<file path="src/led_ind_regs.svh">
`ifndef LED_IND_REGS_SVH
`define LED_IND_REGS_SVH

// register byte offsets
`define OFS_CTRL 4'h0
`define OFS_BLINK 4'h4
`define OFS_SPEED 4'h8
`define OFS_STATUS 4'hc
// ctrl field positions
`define CTRL_DUAL 0
`define CTRL_STARTUP_DONE 1
// reset values
`define BLINK_RST 32'h05f5e100
`define SPEED_RST 16'h0000
`define CTRL_DUAL_RST 1'b0
`define CTRL_STARTUP_RST 1'b0
// real-time delay after start-up, seconds, and clock rate
`define RT_DELAY_S 10
`define CLK_HZ 200000000
`define RT_CYCLES (`RT_DELAY_S * `CLK_HZ)
// axi responses
`define RESP_OKAY 2'b00
`define RESP_SLVERR 2'b10

`endif

</file>
<file path="src/led_ind_pkg.sv">
`default_nettype none
package led_ind_pkg;
   // led colour code
   typedef enum logic [1:0] {
      col_off,
      col_red,
      col_green,
      col_orange
   } colour_type;

   // navigator progression
   typedef enum logic [2:0] {
      nav_boot,
      nav_no_fix,
      nav_time_lock,
      nav_ready,
      nav_init,
      nav_realtime
   } nav_state_type;

   // receiver solution quality
   typedef enum logic [2:0] {
      sol_none,
      sol_standalone,
      sol_differential,
      sol_float,
      sol_integer
   } sol_type;
endpackage
`default_nettype wire

</file>
<file path="src/nav_status_led_indicator.sv">
// Functional notes
// RQ1 - navigator led dark until program runs
// RQ2 - sleep lock alternates red and green
// RQ3 - running without fix blinks red
// RQ4 - internal time lock blinks orange
// RQ5 - external fix gives steady red ready
// RQ6 - initialise only above speed threshold
// RQ7 - initialised not realtime gives steady orange
// RQ8 - realtime navigator gives steady green
// RQ9 - green state is never left
// RQ10 - antenna config selects position or heading
// RQ11 - single antenna dark without receiver data
// RQ12 - single antenna start-up data blinks red
// RQ13 - standalone fix gives steady red
// RQ14 - differential or float fix gives orange
// RQ15 - integer fix gives green
// RQ16 - dual antenna dark signals receiver fault
// RQ17 - dual antenna no heading blinks red
// RQ18 - differential heading gives steady red
// RQ19 - float heading gives orange
// RQ20 - integer heading gives green
// RQ21 - power led green with 5 V good
// RQ22 - power led orange while transmitting
// RQ23 - one programmable blink period for all
// RQ24 - sleep wins, states advance in order
//
// Our own choices: register access over AXI4-Lite and the register offsets.
`timescale 1ns/100ps
`include "led_ind_regs.svh"
`default_nettype none

module nav_status_led_indicator
   import led_ind_pkg::*;
#(
   parameter logic [31:0] rt_cycles = `RT_CYCLES
) (
   input wire logic aclk,
   input wire logic aresetn,
   // axi4-lite slave
   input wire logic [3:0] s_axi_awaddr,
   input wire logic s_axi_awvalid,
   output logic s_axi_awready,
   input wire logic [31:0] s_axi_wdata,
   input wire logic [3:0] s_axi_wstrb,
   input wire logic s_axi_wvalid,
   output logic s_axi_wready,
   output logic [1:0] s_axi_bresp,
   output logic s_axi_bvalid,
   input wire logic s_axi_bready,
   input wire logic [3:0] s_axi_araddr,
   input wire logic s_axi_arvalid,
   output logic s_axi_arready,
   output logic [31:0] s_axi_rdata,
   output logic [1:0] s_axi_rresp,
   output logic s_axi_rvalid,
   input wire logic s_axi_rready,
   // status inputs
   input wire logic program_running,
   input wire logic sleep_locked,
   input wire logic int_time_lock,
   input wire logic ext_pos_vel_valid,
   input wire logic [15:0] vehicle_speed,
   input wire logic rx_data_active,
   input wire logic [2:0] pos_solution,
   input wire logic [2:0] head_solution,
   input wire logic supply_5v_good,
   input wire logic primary_serial_connector_tx,
   // led drives
   output logic [1:0] navigator_state_led,
   output logic [1:0] solution_led,
   output logic [1:0] power_led
);

   logic [31:0] blink_period_q;
   logic [15:0] init_speed_q;
   logic dual_antenna_q;
   logic startup_done_q;
   logic [31:0] blink_cnt_q;
   logic blink_phase_q;
   logic [31:0] rt_cnt_q;
   logic rt_done_q;
   nav_state_type nav_q;
   nav_state_type nav_d;
   colour_type nav_col_d;
   colour_type sol_col_d;
   colour_type pwr_col_d;
   logic [31:0] rdata_d;
   logic rd_ok_d;
   logic wr_go;
   logic wr_hit;
   logic sleep_shown;
   logic fast_enough;
   logic rt_last;
   logic half_done;
   colour_type pos_col_d;
   colour_type head_col_d;

   // byte-lane merge used by the blink and speed registers
   function automatic logic [31:0] merge(input logic [31:0] old, input logic [31:0] nw,
                                         input logic [3:0] strb);
      logic [31:0] r;
      r = old;
      for (int i = 0; i < 4; i++) begin
         if (strb[i]) begin
            r[i*8 +: 8] = nw[i*8 +: 8];
         end
      end
      return r;
   endfunction

   // colour for the lit half of a flash; the other half stays dark
   function automatic colour_type flash(input colour_type lit, input logic phase);
      colour_type c;
      c = col_off;
      if (phase) begin
         c = lit;
      end
      return c;
   endfunction

   // write decode; status is read-only, so only the three settings match
   function automatic logic wr_mapped(input logic [3:0] addr);
      logic hit;
      hit = 1'b0;
      unique case (addr)
         `OFS_CTRL, `OFS_BLINK, `OFS_SPEED: hit = 1'b1;
         default: hit = 1'b0;
      endcase
      return hit;
   endfunction

   // read decode; every writable word reads back, plus the status word
   function automatic logic rd_mapped(input logic [3:0] addr);
      logic hit;
      hit = wr_mapped(addr);
      if (addr == `OFS_STATUS) begin
         hit = 1'b1;
      end
      return hit;
   endfunction

   // last cycle of a half period; a period under two flips every clock
   // rather than never, so the counter cannot stall on a bad setting
   function automatic logic half_end(input logic [31:0] cnt, input logic [31:0] period);
      logic [31:0] half;
      half = period >> 1;
      return (cnt + 32'h0000_0001) >= half;
   endfunction

   // status word: navigator state, solution and power led colours, real-time flag
   function automatic logic [31:0] status_word(input nav_state_type st,
                                               input logic [1:0] sol,
                                               input logic [1:0] pwr,
                                               input logic rt);
      return {24'h00_0000, rt, pwr, sol, st};
   endfunction

   // write address and data are taken together; response held until bready
   // unmapped and read-only offsets answer slverr and change nothing
   assign wr_go = s_axi_awvalid && s_axi_wvalid && !s_axi_bvalid;
   assign wr_hit = wr_mapped(s_axi_awaddr);
   assign s_axi_awready = wr_go;
   assign s_axi_wready = wr_go;
   assign s_axi_arready = !s_axi_rvalid;

   // lock state is only known once the program runs, so boot stays dark
   assign sleep_shown = sleep_locked && (nav_q != nav_boot); // see RQ24

   // strictly above the threshold: a vehicle at exactly that speed waits
   assign fast_enough = vehicle_speed > init_speed_q; // see RQ6

   // last count of the start-up delay, in whole clocks from program start
   assign rt_last = rt_cnt_q >= (rt_cycles - 32'h0000_0001);

   // a smaller period written mid-count wraps at once rather than late
   assign half_done = half_end(blink_cnt_q, blink_period_q);

   // response stands until bready; no second write is taken meanwhile
   always_ff @(posedge aclk) begin
      if (!aresetn) begin
         s_axi_bvalid <= 1'b0;
         s_axi_bresp <= `RESP_OKAY;
      end else if (wr_go) begin
         s_axi_bvalid <= 1'b1;
         s_axi_bresp <= wr_hit ? `RESP_OKAY : `RESP_SLVERR;
      end else if (s_axi_bready) begin
         s_axi_bvalid <= 1'b0;
      end
   end

   // writable configuration registers
   // ctrl takes lane zero only; blink and speed honour every strobe
   always_ff @(posedge aclk) begin
      if (!aresetn) begin
         blink_period_q <= `BLINK_RST;
         init_speed_q <= `SPEED_RST;
         dual_antenna_q <= `CTRL_DUAL_RST;
         startup_done_q <= `CTRL_STARTUP_RST;
      end else if (wr_go) begin
         unique case (s_axi_awaddr)
            `OFS_CTRL: begin
               if (s_axi_wstrb[0]) begin
                  dual_antenna_q <= s_axi_wdata[`CTRL_DUAL];
                  startup_done_q <= s_axi_wdata[`CTRL_STARTUP_DONE];
               end
            end
            `OFS_BLINK: blink_period_q <= merge(blink_period_q, s_axi_wdata, s_axi_wstrb);
            `OFS_SPEED: init_speed_q <= 16'(merge({16'h0000, init_speed_q}, s_axi_wdata,
                                                 s_axi_wstrb));
            default: ;
         endcase
      end
   end

   // read mux; unmapped addresses answer slverr with zero data
   always_comb begin
      rdata_d = 32'h0000_0000;
      rd_ok_d = rd_mapped(s_axi_araddr);
      unique case (s_axi_araddr)
         `OFS_CTRL: rdata_d = {30'h0, startup_done_q, dual_antenna_q};
         `OFS_BLINK: rdata_d = blink_period_q;
         `OFS_SPEED: rdata_d = {16'h0000, init_speed_q};
         // status is live; reading it has no side effect
         `OFS_STATUS: rdata_d = status_word(nav_q, solution_led, power_led, rt_done_q);
         default: rdata_d = 32'h0000_0000;
      endcase
   end

   // read data latched on acceptance and held while rvalid waits
   always_ff @(posedge aclk) begin
      if (!aresetn) begin
         s_axi_rvalid <= 1'b0;
         s_axi_rdata <= 32'h0000_0000;
         s_axi_rresp <= `RESP_OKAY;
      end else if (s_axi_arvalid && !s_axi_rvalid) begin
         s_axi_rvalid <= 1'b1;
         s_axi_rdata <= rdata_d;
         s_axi_rresp <= rd_ok_d ? `RESP_OKAY : `RESP_SLVERR;
      end else if (s_axi_rready) begin
         s_axi_rvalid <= 1'b0;
      end
   end

   // shared blink generator; phase flips every half period
   // phase starts dark after reset, so the first half period after reset is unlit
   always_ff @(posedge aclk) begin
      if (!aresetn) begin
         blink_cnt_q <= 32'h0000_0000;
         blink_phase_q <= 1'b0;
      end else if (half_done) begin // see RQ23
         blink_cnt_q <= 32'h0000_0000;
         blink_phase_q <= !blink_phase_q;
      end else begin
         blink_cnt_q <= blink_cnt_q + 32'h0000_0001;
      end
   end

   // real-time timer runs from program start
   // counting stops once the flag is up and only reset clears the flag,
   // so the delay is paid once per reset
   always_ff @(posedge aclk) begin
      if (!aresetn) begin
         rt_cnt_q <= 32'h0000_0000;
         rt_done_q <= 1'b0;
      end else if (program_running && !rt_done_q) begin
         if (rt_last) begin
            rt_done_q <= 1'b1; // see RQ7
         end else begin
            rt_cnt_q <= rt_cnt_q + 32'h0000_0001;
         end
      end
   end

   // navigator progression, one step at a time
   // flags that arrive together still walk every state in order
   always_comb begin
      nav_d = nav_q;
      unique case (nav_q)
         nav_boot: if (program_running) nav_d = nav_no_fix; // see RQ1
         nav_no_fix: if (int_time_lock) nav_d = nav_time_lock; // see RQ24
         nav_time_lock: if (ext_pos_vel_valid) nav_d = nav_ready;
         nav_ready: if (fast_enough) nav_d = nav_init; // see RQ6
         nav_init: if (rt_done_q) nav_d = nav_realtime;
         nav_realtime: nav_d = nav_realtime; // see RQ9
         default: nav_d = nav_boot;
      endcase
   end

   // state register; reset always returns to boot
   always_ff @(posedge aclk) begin
      if (!aresetn) begin
         nav_q <= nav_boot;
      end else begin
         nav_q <= nav_d;
      end
   end

   // navigator led colour; sleep overrides every state but boot
   always_comb begin
      nav_col_d = col_off;
      if (sleep_shown) begin
         // red and green swap on each half period of the shared blink
         nav_col_d = blink_phase_q ? col_green : col_red; // see RQ2
      end else begin
         unique case (nav_q)
            nav_boot: nav_col_d = col_off; // see RQ1
            nav_no_fix: nav_col_d = flash(col_red, blink_phase_q); // see RQ3
            nav_time_lock: nav_col_d = flash(col_orange, blink_phase_q); // see RQ4
            nav_ready: nav_col_d = col_red; // see RQ5
            nav_init: nav_col_d = col_orange; // see RQ7
            nav_realtime: nav_col_d = col_green; // see RQ8
            default: nav_col_d = col_off;
         endcase
      end
   end

   // single-antenna build: position fix quality
   always_comb begin
      pos_col_d = col_off;
      unique case (pos_solution)
         sol_standalone: pos_col_d = col_red; // see RQ13
         sol_differential, sol_float: pos_col_d = col_orange; // see RQ14
         sol_integer: pos_col_d = col_green; // see RQ15
         // health flash only while start-up runs, dark once it is over
         default: pos_col_d = startup_done_q ? col_off
                                             : flash(col_red, blink_phase_q); // see RQ12
      endcase
   end

   // dual-antenna build: heading lock quality
   always_comb begin
      head_col_d = col_off;
      unique case (head_solution)
         sol_differential: head_col_d = col_red; // see RQ18
         sol_float: head_col_d = col_orange; // see RQ19
         sol_integer: head_col_d = col_green; // see RQ20
         default: head_col_d = flash(col_red, blink_phase_q); // see RQ17
      endcase
   end

   // solution led: a silent receiver darkens either build
   always_comb begin
      sol_col_d = col_off;
      if (!rx_data_active) begin
         // in dual builds this dark means a fault, whatever the start-up flag
         sol_col_d = col_off; // see RQ11 RQ16
      end else if (dual_antenna_q) begin
         sol_col_d = head_col_d; // see RQ10
      end else begin
         sol_col_d = pos_col_d; // see RQ10
      end
   end

   // power led; transmit activity overrides steady green
   // supply loss wins: no orange is shown without power
   always_comb begin
      pwr_col_d = col_off;
      if (supply_5v_good) begin
         pwr_col_d = primary_serial_connector_tx ? col_orange : col_green; // see RQ21 RQ22
      end
   end

   // registered led drives
   // flops keep decode glitches off the panel drivers
   always_ff @(posedge aclk) begin
      if (!aresetn) begin
         navigator_state_led <= col_off;
         solution_led <= col_off;
         power_led <= col_off;
      end else begin
         navigator_state_led <= nav_col_d;
         solution_led <= sol_col_d;
         power_led <= pwr_col_d;
      end
   end

endmodule

`default_nettype wire

</file>
<file path="config.mk">
export PLATFORM = sky130hd
export DESIGN_NAME = nav_status_led_indicator
export DESIGN_NICKNAME = d
export VERILOG_FILES = /design/src/led_ind_pkg.sv /design/src/nav_status_led_indicator.sv
export VERILOG_INCLUDE_DIRS = /design/src /design/src/src
export SDC_FILE = /design/constraint.sdc
export NUM_CORES = 1
export LEC_CHECK = 0
export ABC_CLOCK_PERIOD_IN_PS = 6200
export BUFFER_PORTS_ARGS = -buffer_cell sky130_fd_sc_hd__buf_2
export CAP_MARGIN = 0
export CORE_MARGIN = 2
export CORE_UTILIZATION = 37
export CTS_CLUSTER_SIZE = 25
export DETAILED_ROUTE_END_ITERATION = 6
export GPL_TIMING_DRIVEN = 1
export HOLD_SLACK_MARGIN = 0.1
export SLEW_MARGIN = 20
export SYNTH_ARGS = -nofsm -noshare
export SYNTH_HDL_FRONTEND = slang
export SYNTH_SLANG_ARGS = --single-unit
</file>
<file path="constraint.sdc">
create_clock -name aclk -period 6.2 [get_ports aclk]
set_clock_uncertainty 0.1 [all_clocks]
set_input_delay 1.24 -clock aclk [delete_from_list [all_inputs] [get_ports aclk]]
set_output_delay 1.24 -clock aclk [all_outputs]
set_load 0.02 [all_outputs]
</file>
; Word level (Yosys, flattened, before mapping)
; Index checks and enable logic that the tools add are counted.
; Widths: inputs -> output; s select.
[classes]
n_eq_ne = 22
addsub = 2
order_cmp = 3
bitwise_logic = 2
n_mux = 26
n_reduce_logical = 31
[op_table]
columns = op, count
row1 = $pmux 32 s4, 1
row2 = $add 32x1->32 const B, 2
row3 = $ge 32x31->1, 1
row4 = $ge 32x31->1 const B, 1
row5 = $reduce_and 3->1, 7
row6 = $eq 3x2->1 const B, 6
row7 = $pmux 3 s6, 1
row8 = $gt 16x16->1, 1
row9 = $mux 3, 5
row10 = $mux 2, 7
row11 = $eq 3x3->1 const B, 4
row12 = $eq 4x4->1 const B, 3
row13 = $pmux 2 s3, 2
row14 = $ne 2x2->1 const B, 5
row15 = $pmux 2 s5, 1
row16 = $mux 1, 9
row17 = $eq 4x3->1 const B, 2
row18 = $logic_not 4->1, 2
row19 = $reduce_and 2->1, 4
row20 = $eq 3x1->1 const B, 2
row21 = $reduce_or 3->1, 2
row22 = $logic_and 1x1->1, 5
row23 = $reduce_and 5->1, 1
row24 = $logic_not 1->1, 4
row25 = 5 further kinds, 8
[word_totals]
out_inout_bits = 47
input_bits = 80
elab_cells = 107
ff_bits = 163

; Longest topological paths before layout
[depth]
depth_word = 5
mapped_depth = 14
depth_no_buf = 14

; Worst setup path after synthesis
; OpenSTA, ideal clock, no wires.
[synth_path]
path_type = register to register
from = register blink_cnt_q[4]
to = register blink_cnt_q[19]
setup_time_ns = 0.060
period_less_slack_ns = 3.429
slack_ns = 2.771
path_buffers = 1
arrival_time_ns = 3.270
path_stages_with_launch = 15
required_time_ns = 6.040
path_cell_list = dfxtp_1 -> nand4_1 -> or2_2 -> nor2_1 -> and3_1 -> nand4_1 -> xnor2_1 -> ha_1 -> a21oi_1 -> nand2_1 -> a221oi_1 -> o21ai_0 -> a211oi_1 -> clkbuf_1 -> and3_1
[synth_via]
elab_chain_cells = 3
[synth_rtl]
columns = item, line_no
row1 = from (decl), nav_status_led_indicator.sv:78  ; logic [31:0] blink_cnt_q;
row2 = from (signal assigned), nav_status_led_indicator.sv:254  ; blink_cnt_q <= blink_cnt_q + 32'h0000_0001;
row3 = $add 32x1->32 (*), "nav_status_led_indicator.sv:147, nav_status_led_indicator.sv:254"
row4 = $ge 32x31->1, nav_status_led_indicator.sv:147  ; return (cnt + 32'h0000_0001) >= half;
row5 = $reduce_or 2->1 (no line), --
; Mark *: on every way between the ends. The rest lies on a longest branch, timed or not.
; A chain may end at the register's enable or synchronous reset.

; Worst setup path after layout
[layout_path]
from = register blink_cnt_q[4]
to = register blink_phase_q
[layout_via]
elab_chain_cells = 2
[layout_rtl]
columns = item, line_no
row1 = $add 32x1->32, nav_status_led_indicator.sv:147
row2 = $ge 32x31->1, nav_status_led_indicator.sv:147
row3 = to (signal assigned), nav_status_led_indicator.sv:252  ; blink_phase_q <= !blink_phase_q;
row4 = to (decl), nav_status_led_indicator.sv:79  ; logic blink_phase_q;
; Every way passes these cells.

==> metrics.md <==
| Metric | Value |
|---|---|
| Synth Area in XOR/XNOR | `5.66%` |
| Sequential area share after synthesis | `40.9%` |
| CTS sink cnt | `161` |
| WL final | `20.6 mm` |
| Status | `finished clean` |
| Hold endpoint | `blink_period_q[2]$_SDFFE_PN0P_` |
| Final setup TNS | `0 ns` |
| GR peak layer | `met2` |
| RSZ-0062 raised after global routing | `false` |
| Post-synth EDFFs | `0` |
| Fill cells | `2135` |
| Drt first pass iters | `5` |
| DR vias | `6811` |
| Post-route clock period utilization | `59.9%` |
| Post-Syn Area | `0.00789 mm²` |
| Post-CTS Resized | `0` |
| Synth cell types | `50` |
| Critical path type | `reg -> reg` |
| Core area | `0.0210 mm²` |
| Crit end category | `register` |
| Crit start category | `register` |
| Total track usage | `18.7%` |
| Multi-input gate area | `0.00426 mm²` |
| Main combinational cell family by area after synthesis | `simple AND/OR/NAND/NOR gates` |
| Area grow syn2layout | `18.3%` |
| Worst Tran Pin Value | `1.07 ns` |
| GP Congestion | `0.819` |
| Initial antenna violation count | `1` |
| CTS HTree Levels | `4` |
| Root buf cell | `clkbuf_16` |
| Via density | `5.11` |
| Inst Count DP | `1301` |
| Hold_ws | `0.356 ns` |
| Port bufs | `124` |
| Cell Rows | `53` |
| Synth area leader | `dfxtp_1` |
| Die area | `0.0225 mm²` |
| CP Max Fanout | `24` |
| # nets final | `1174` |
| Post-synthesis mux area share | `3.11%` |
| RR Endpoint | `blink_phase_q$_SDFFE_PN0P_` |
| Worst r2r src | `blink_cnt_q[4]$_SDFF_PP0_` |
| Share of layout cells above drive strength 1 | `16.6%` |
| Yosys reg bits | `161` |
| Pwr dens | `249 mW/mm²` |
| Highest Clock Rate | `269 MHz` |
| Max-slew headroom | `28.3%` |
| Maximum vdd ir drop | `192 µV` |
| Met2 usage | `30.0%` |
| Pleak | `3.93 nW` |
| Register Area | `0.00322 mm²` |
| Compound-Gate Fraction of Synth Area | `13.6%` |
| Setup Fix Bufs, Post-CTS | `0` |
| Cells on Worst Hold Path | `2` |
| WP data arrival | `3.91 ns` |
| Num CTS Buffers | `17` |
| Initial Util | `37.6%` |
| Cells on worst reg2reg path | `15` |
| Post-route DRC | `0` |
| Ys flop type | `dfxtp_1` |
| Clk buf depth | `2` |
| HP Class | `reg -> reg` |
| Synth Area in Adders | `7.77%` |
| Post-synthesis instance total | `941` |
| DRT antenna net count | `0` |
| Pin count of the biggest net entering global routing | `63` |
| FFs w/ async S/R, synth | `0%` |
| Count leader, synth | `dfxtp_1` |
| Final core utilization | `44.5%` |
| Worst-path clk slew | `0.07 ns` |
| DRT iter0 DRCs | `325` |
| Placed wire-length estimate | `15.5 mm` |
| Post-route insts no fill | `1334` |
| Slew Limit Fails | `0` |
| Share of the synthesized area in the top cell type | `40.9%` |
| Simple-gate portion of the synthesized area | `23.5%` |
| Top Ports | `127` |
| Top cells by area, synth | `dfxtp_1, ha_1, nor2_1` |
| First-pass GRT wire length | `32.8 mm` |
| Flop2flop setup slack | `2.49 ns` |
| Total gr overflow | `0` |
| Chip height | `150 µm` |
| Post-route cell area | `0.00933 mm²` |
| Hold Crit Start | `blink_period_q[2]$_SDFFE_PN0P_` |
| Synth warnings | `0` |
| Final Setup Violations | `0` |
| # hold bufs at CTS | `0` |
| Mean routed wirelength per cell | `15.4 µm` |
| Vias in the first global route | `6222` |
| Most instantiated cells after synthesis | `dfxtp_1, nor2_1, nand2_1, inv_1, nand3_1` |
| Die Wd | `150 µm` |
| Syn Area/Cell | `8.38 µm²` |
| GR Util met1 | `25.3%` |
| Insertion delay to the later sink of the worst-skew pair | `0.43 ns` |
| Max cap viols | `0` |
| Global Route met3 Usage | `2.80%` |
| Placed Area | `0.00874 mm²` |
| CTS tree | `built` |
| Hold Vio Cnt, Final | `0` |
| Tmin final | `3.71 ns` |
| Crit path required time | `6.40 ns` |
==> kinds of logic after synthesis <==
group / after synthesis
multiplexers: 22
buffers and inverters: 110
AND/OR/NAND/NOR: 382
XOR/XNOR: 51
adder cells (fa/ha/maj): 49
flip-flops: 161
other: 1
AO/OA/AOI/OAI: 165
==> worst max-delay path by stage <==
| stage | startpoint | endpoint | slack [ns] | cells past startpoint |
|---|---|---|---|---|
| floorplan | blink_cnt_q[4]$_SDFF_PP0_ | blink_cnt_q[19]$_SDFF_PP0_ | 2.77 | 14 |
| finish | blink_cnt_q[4]$_SDFF_PP0_ | blink_phase_q$_SDFFE_PN0P_ | 2.49 | 15 |
| global route | blink_cnt_q[4]$_SDFF_PP0_ | blink_phase_q$_SDFFE_PN0P_ | 2.13 | 15 |
| detailed placement | blink_cnt_q[4]$_SDFF_PP0_ | blink_phase_q$_SDFFE_PN0P_ | 2.57 | 15 |
| global placement | blink_cnt_q[4]$_SDFF_PP0_ | blink_phase_q$_SDFFE_PN0P_ | 2.60 | 15 |
| CTS | blink_cnt_q[4]$_SDFF_PP0_ | blink_phase_q$_SDFFE_PN0P_ | 2.53 | 15 |
==> sequential cells by signal (all words and copies together), names as in the netlist <==
name,count
dual_antenna_q,1
power_led,2
blink_phase_q,1
s_axi_bvalid,1
s_axi_bresp,1
init_speed_q,16
s_axi_rvalid,1
nav_q,3
solution_led,2
startup_done_q,1
rt_done_q,1
rt_cnt_q,32
s_axi_rresp,1
s_axi_rdata,32
blink_cnt_q,32
blink_period_q,32
navigator_state_led,2
==> cell type report <==
type                            instances  share of cell area [%]
Sequential cell                       161                    34.5
Clock inverter                         14                    1.66
Tap cell                              275                    3.69
Timing Repair Buffer                  131                    7.21
Clock buffer                           18                    4.71
Multi-Input combinational cell        672                    45.7
Inverter                               62                    2.51
Antenna cell                            1                  0.0268
==> worst max-delay path: stages, from the launching register on <==
cell and delay (ns):
dfxtp_1 0.40, nand4_1 0.16, or2_2 0.33, nor2_1 0.28, and3_1 0.32, nand4_1 0.14
xnor2_1 0.21, ha_1 0.29, a21oi_1 0.15, nand2_1 0.06, a221oi_1 0.29, o21ai_0 0.15
a211oi_2 0.20, buf_4 0.28, xor2_1 0.16, nor2_1 0.05
==> through the flow <==
step / power, mW / setup WS, ns
floorplan: 1.21 / 2.77
CTS: 2.34 / 2.53
detailed placement: 1.28 / 2.57
finish: 2.32 / 2.49
global placement: 1.28 / 2.60
global route: 2.41 / 2.13
==> metal layers <==
layer	part of all wire [%]	routed length [µm]
met1	48	9950
met2	46	9440
met3	3.8	779
met4	2.0	410
met5	0	0
==> layout by cell type, fill, tap and decap left out, types with 4 or more instances in the layout <==
cell and instances:
dfxtp_1 161, buf_2 124, nor2_1 107, nand2_1 91, inv_1 61, nand3_1 59, a21oi_1 51, ha_1 49
xnor2_1 36, a22oi_1 33, o21ai_0 29, and3_1 28, mux2i_1 20, nand4_1 17, clkbuf_16 17, nor3_1 15
xor2_1 15, a22o_1 15, nor2b_1 14, o211ai_1 11, nor4_1 10, or3_1 8, buf_4 7, and2_1 6
and4_1 5, nor3b_1 4, a211oi_1 4, a21o_1 4, clkinvlp_4 4
==> power breakdown <==
group	leakage, nW	internal [mW]	switching [mW]
logic	2.35	0.0710	0.111
clock network	0.281	0.609	0.452
registers	1.30	1.05	0.0283
total	3.93	1.73	0.591
No activity file was read; power rests on OpenSTA's default activity.
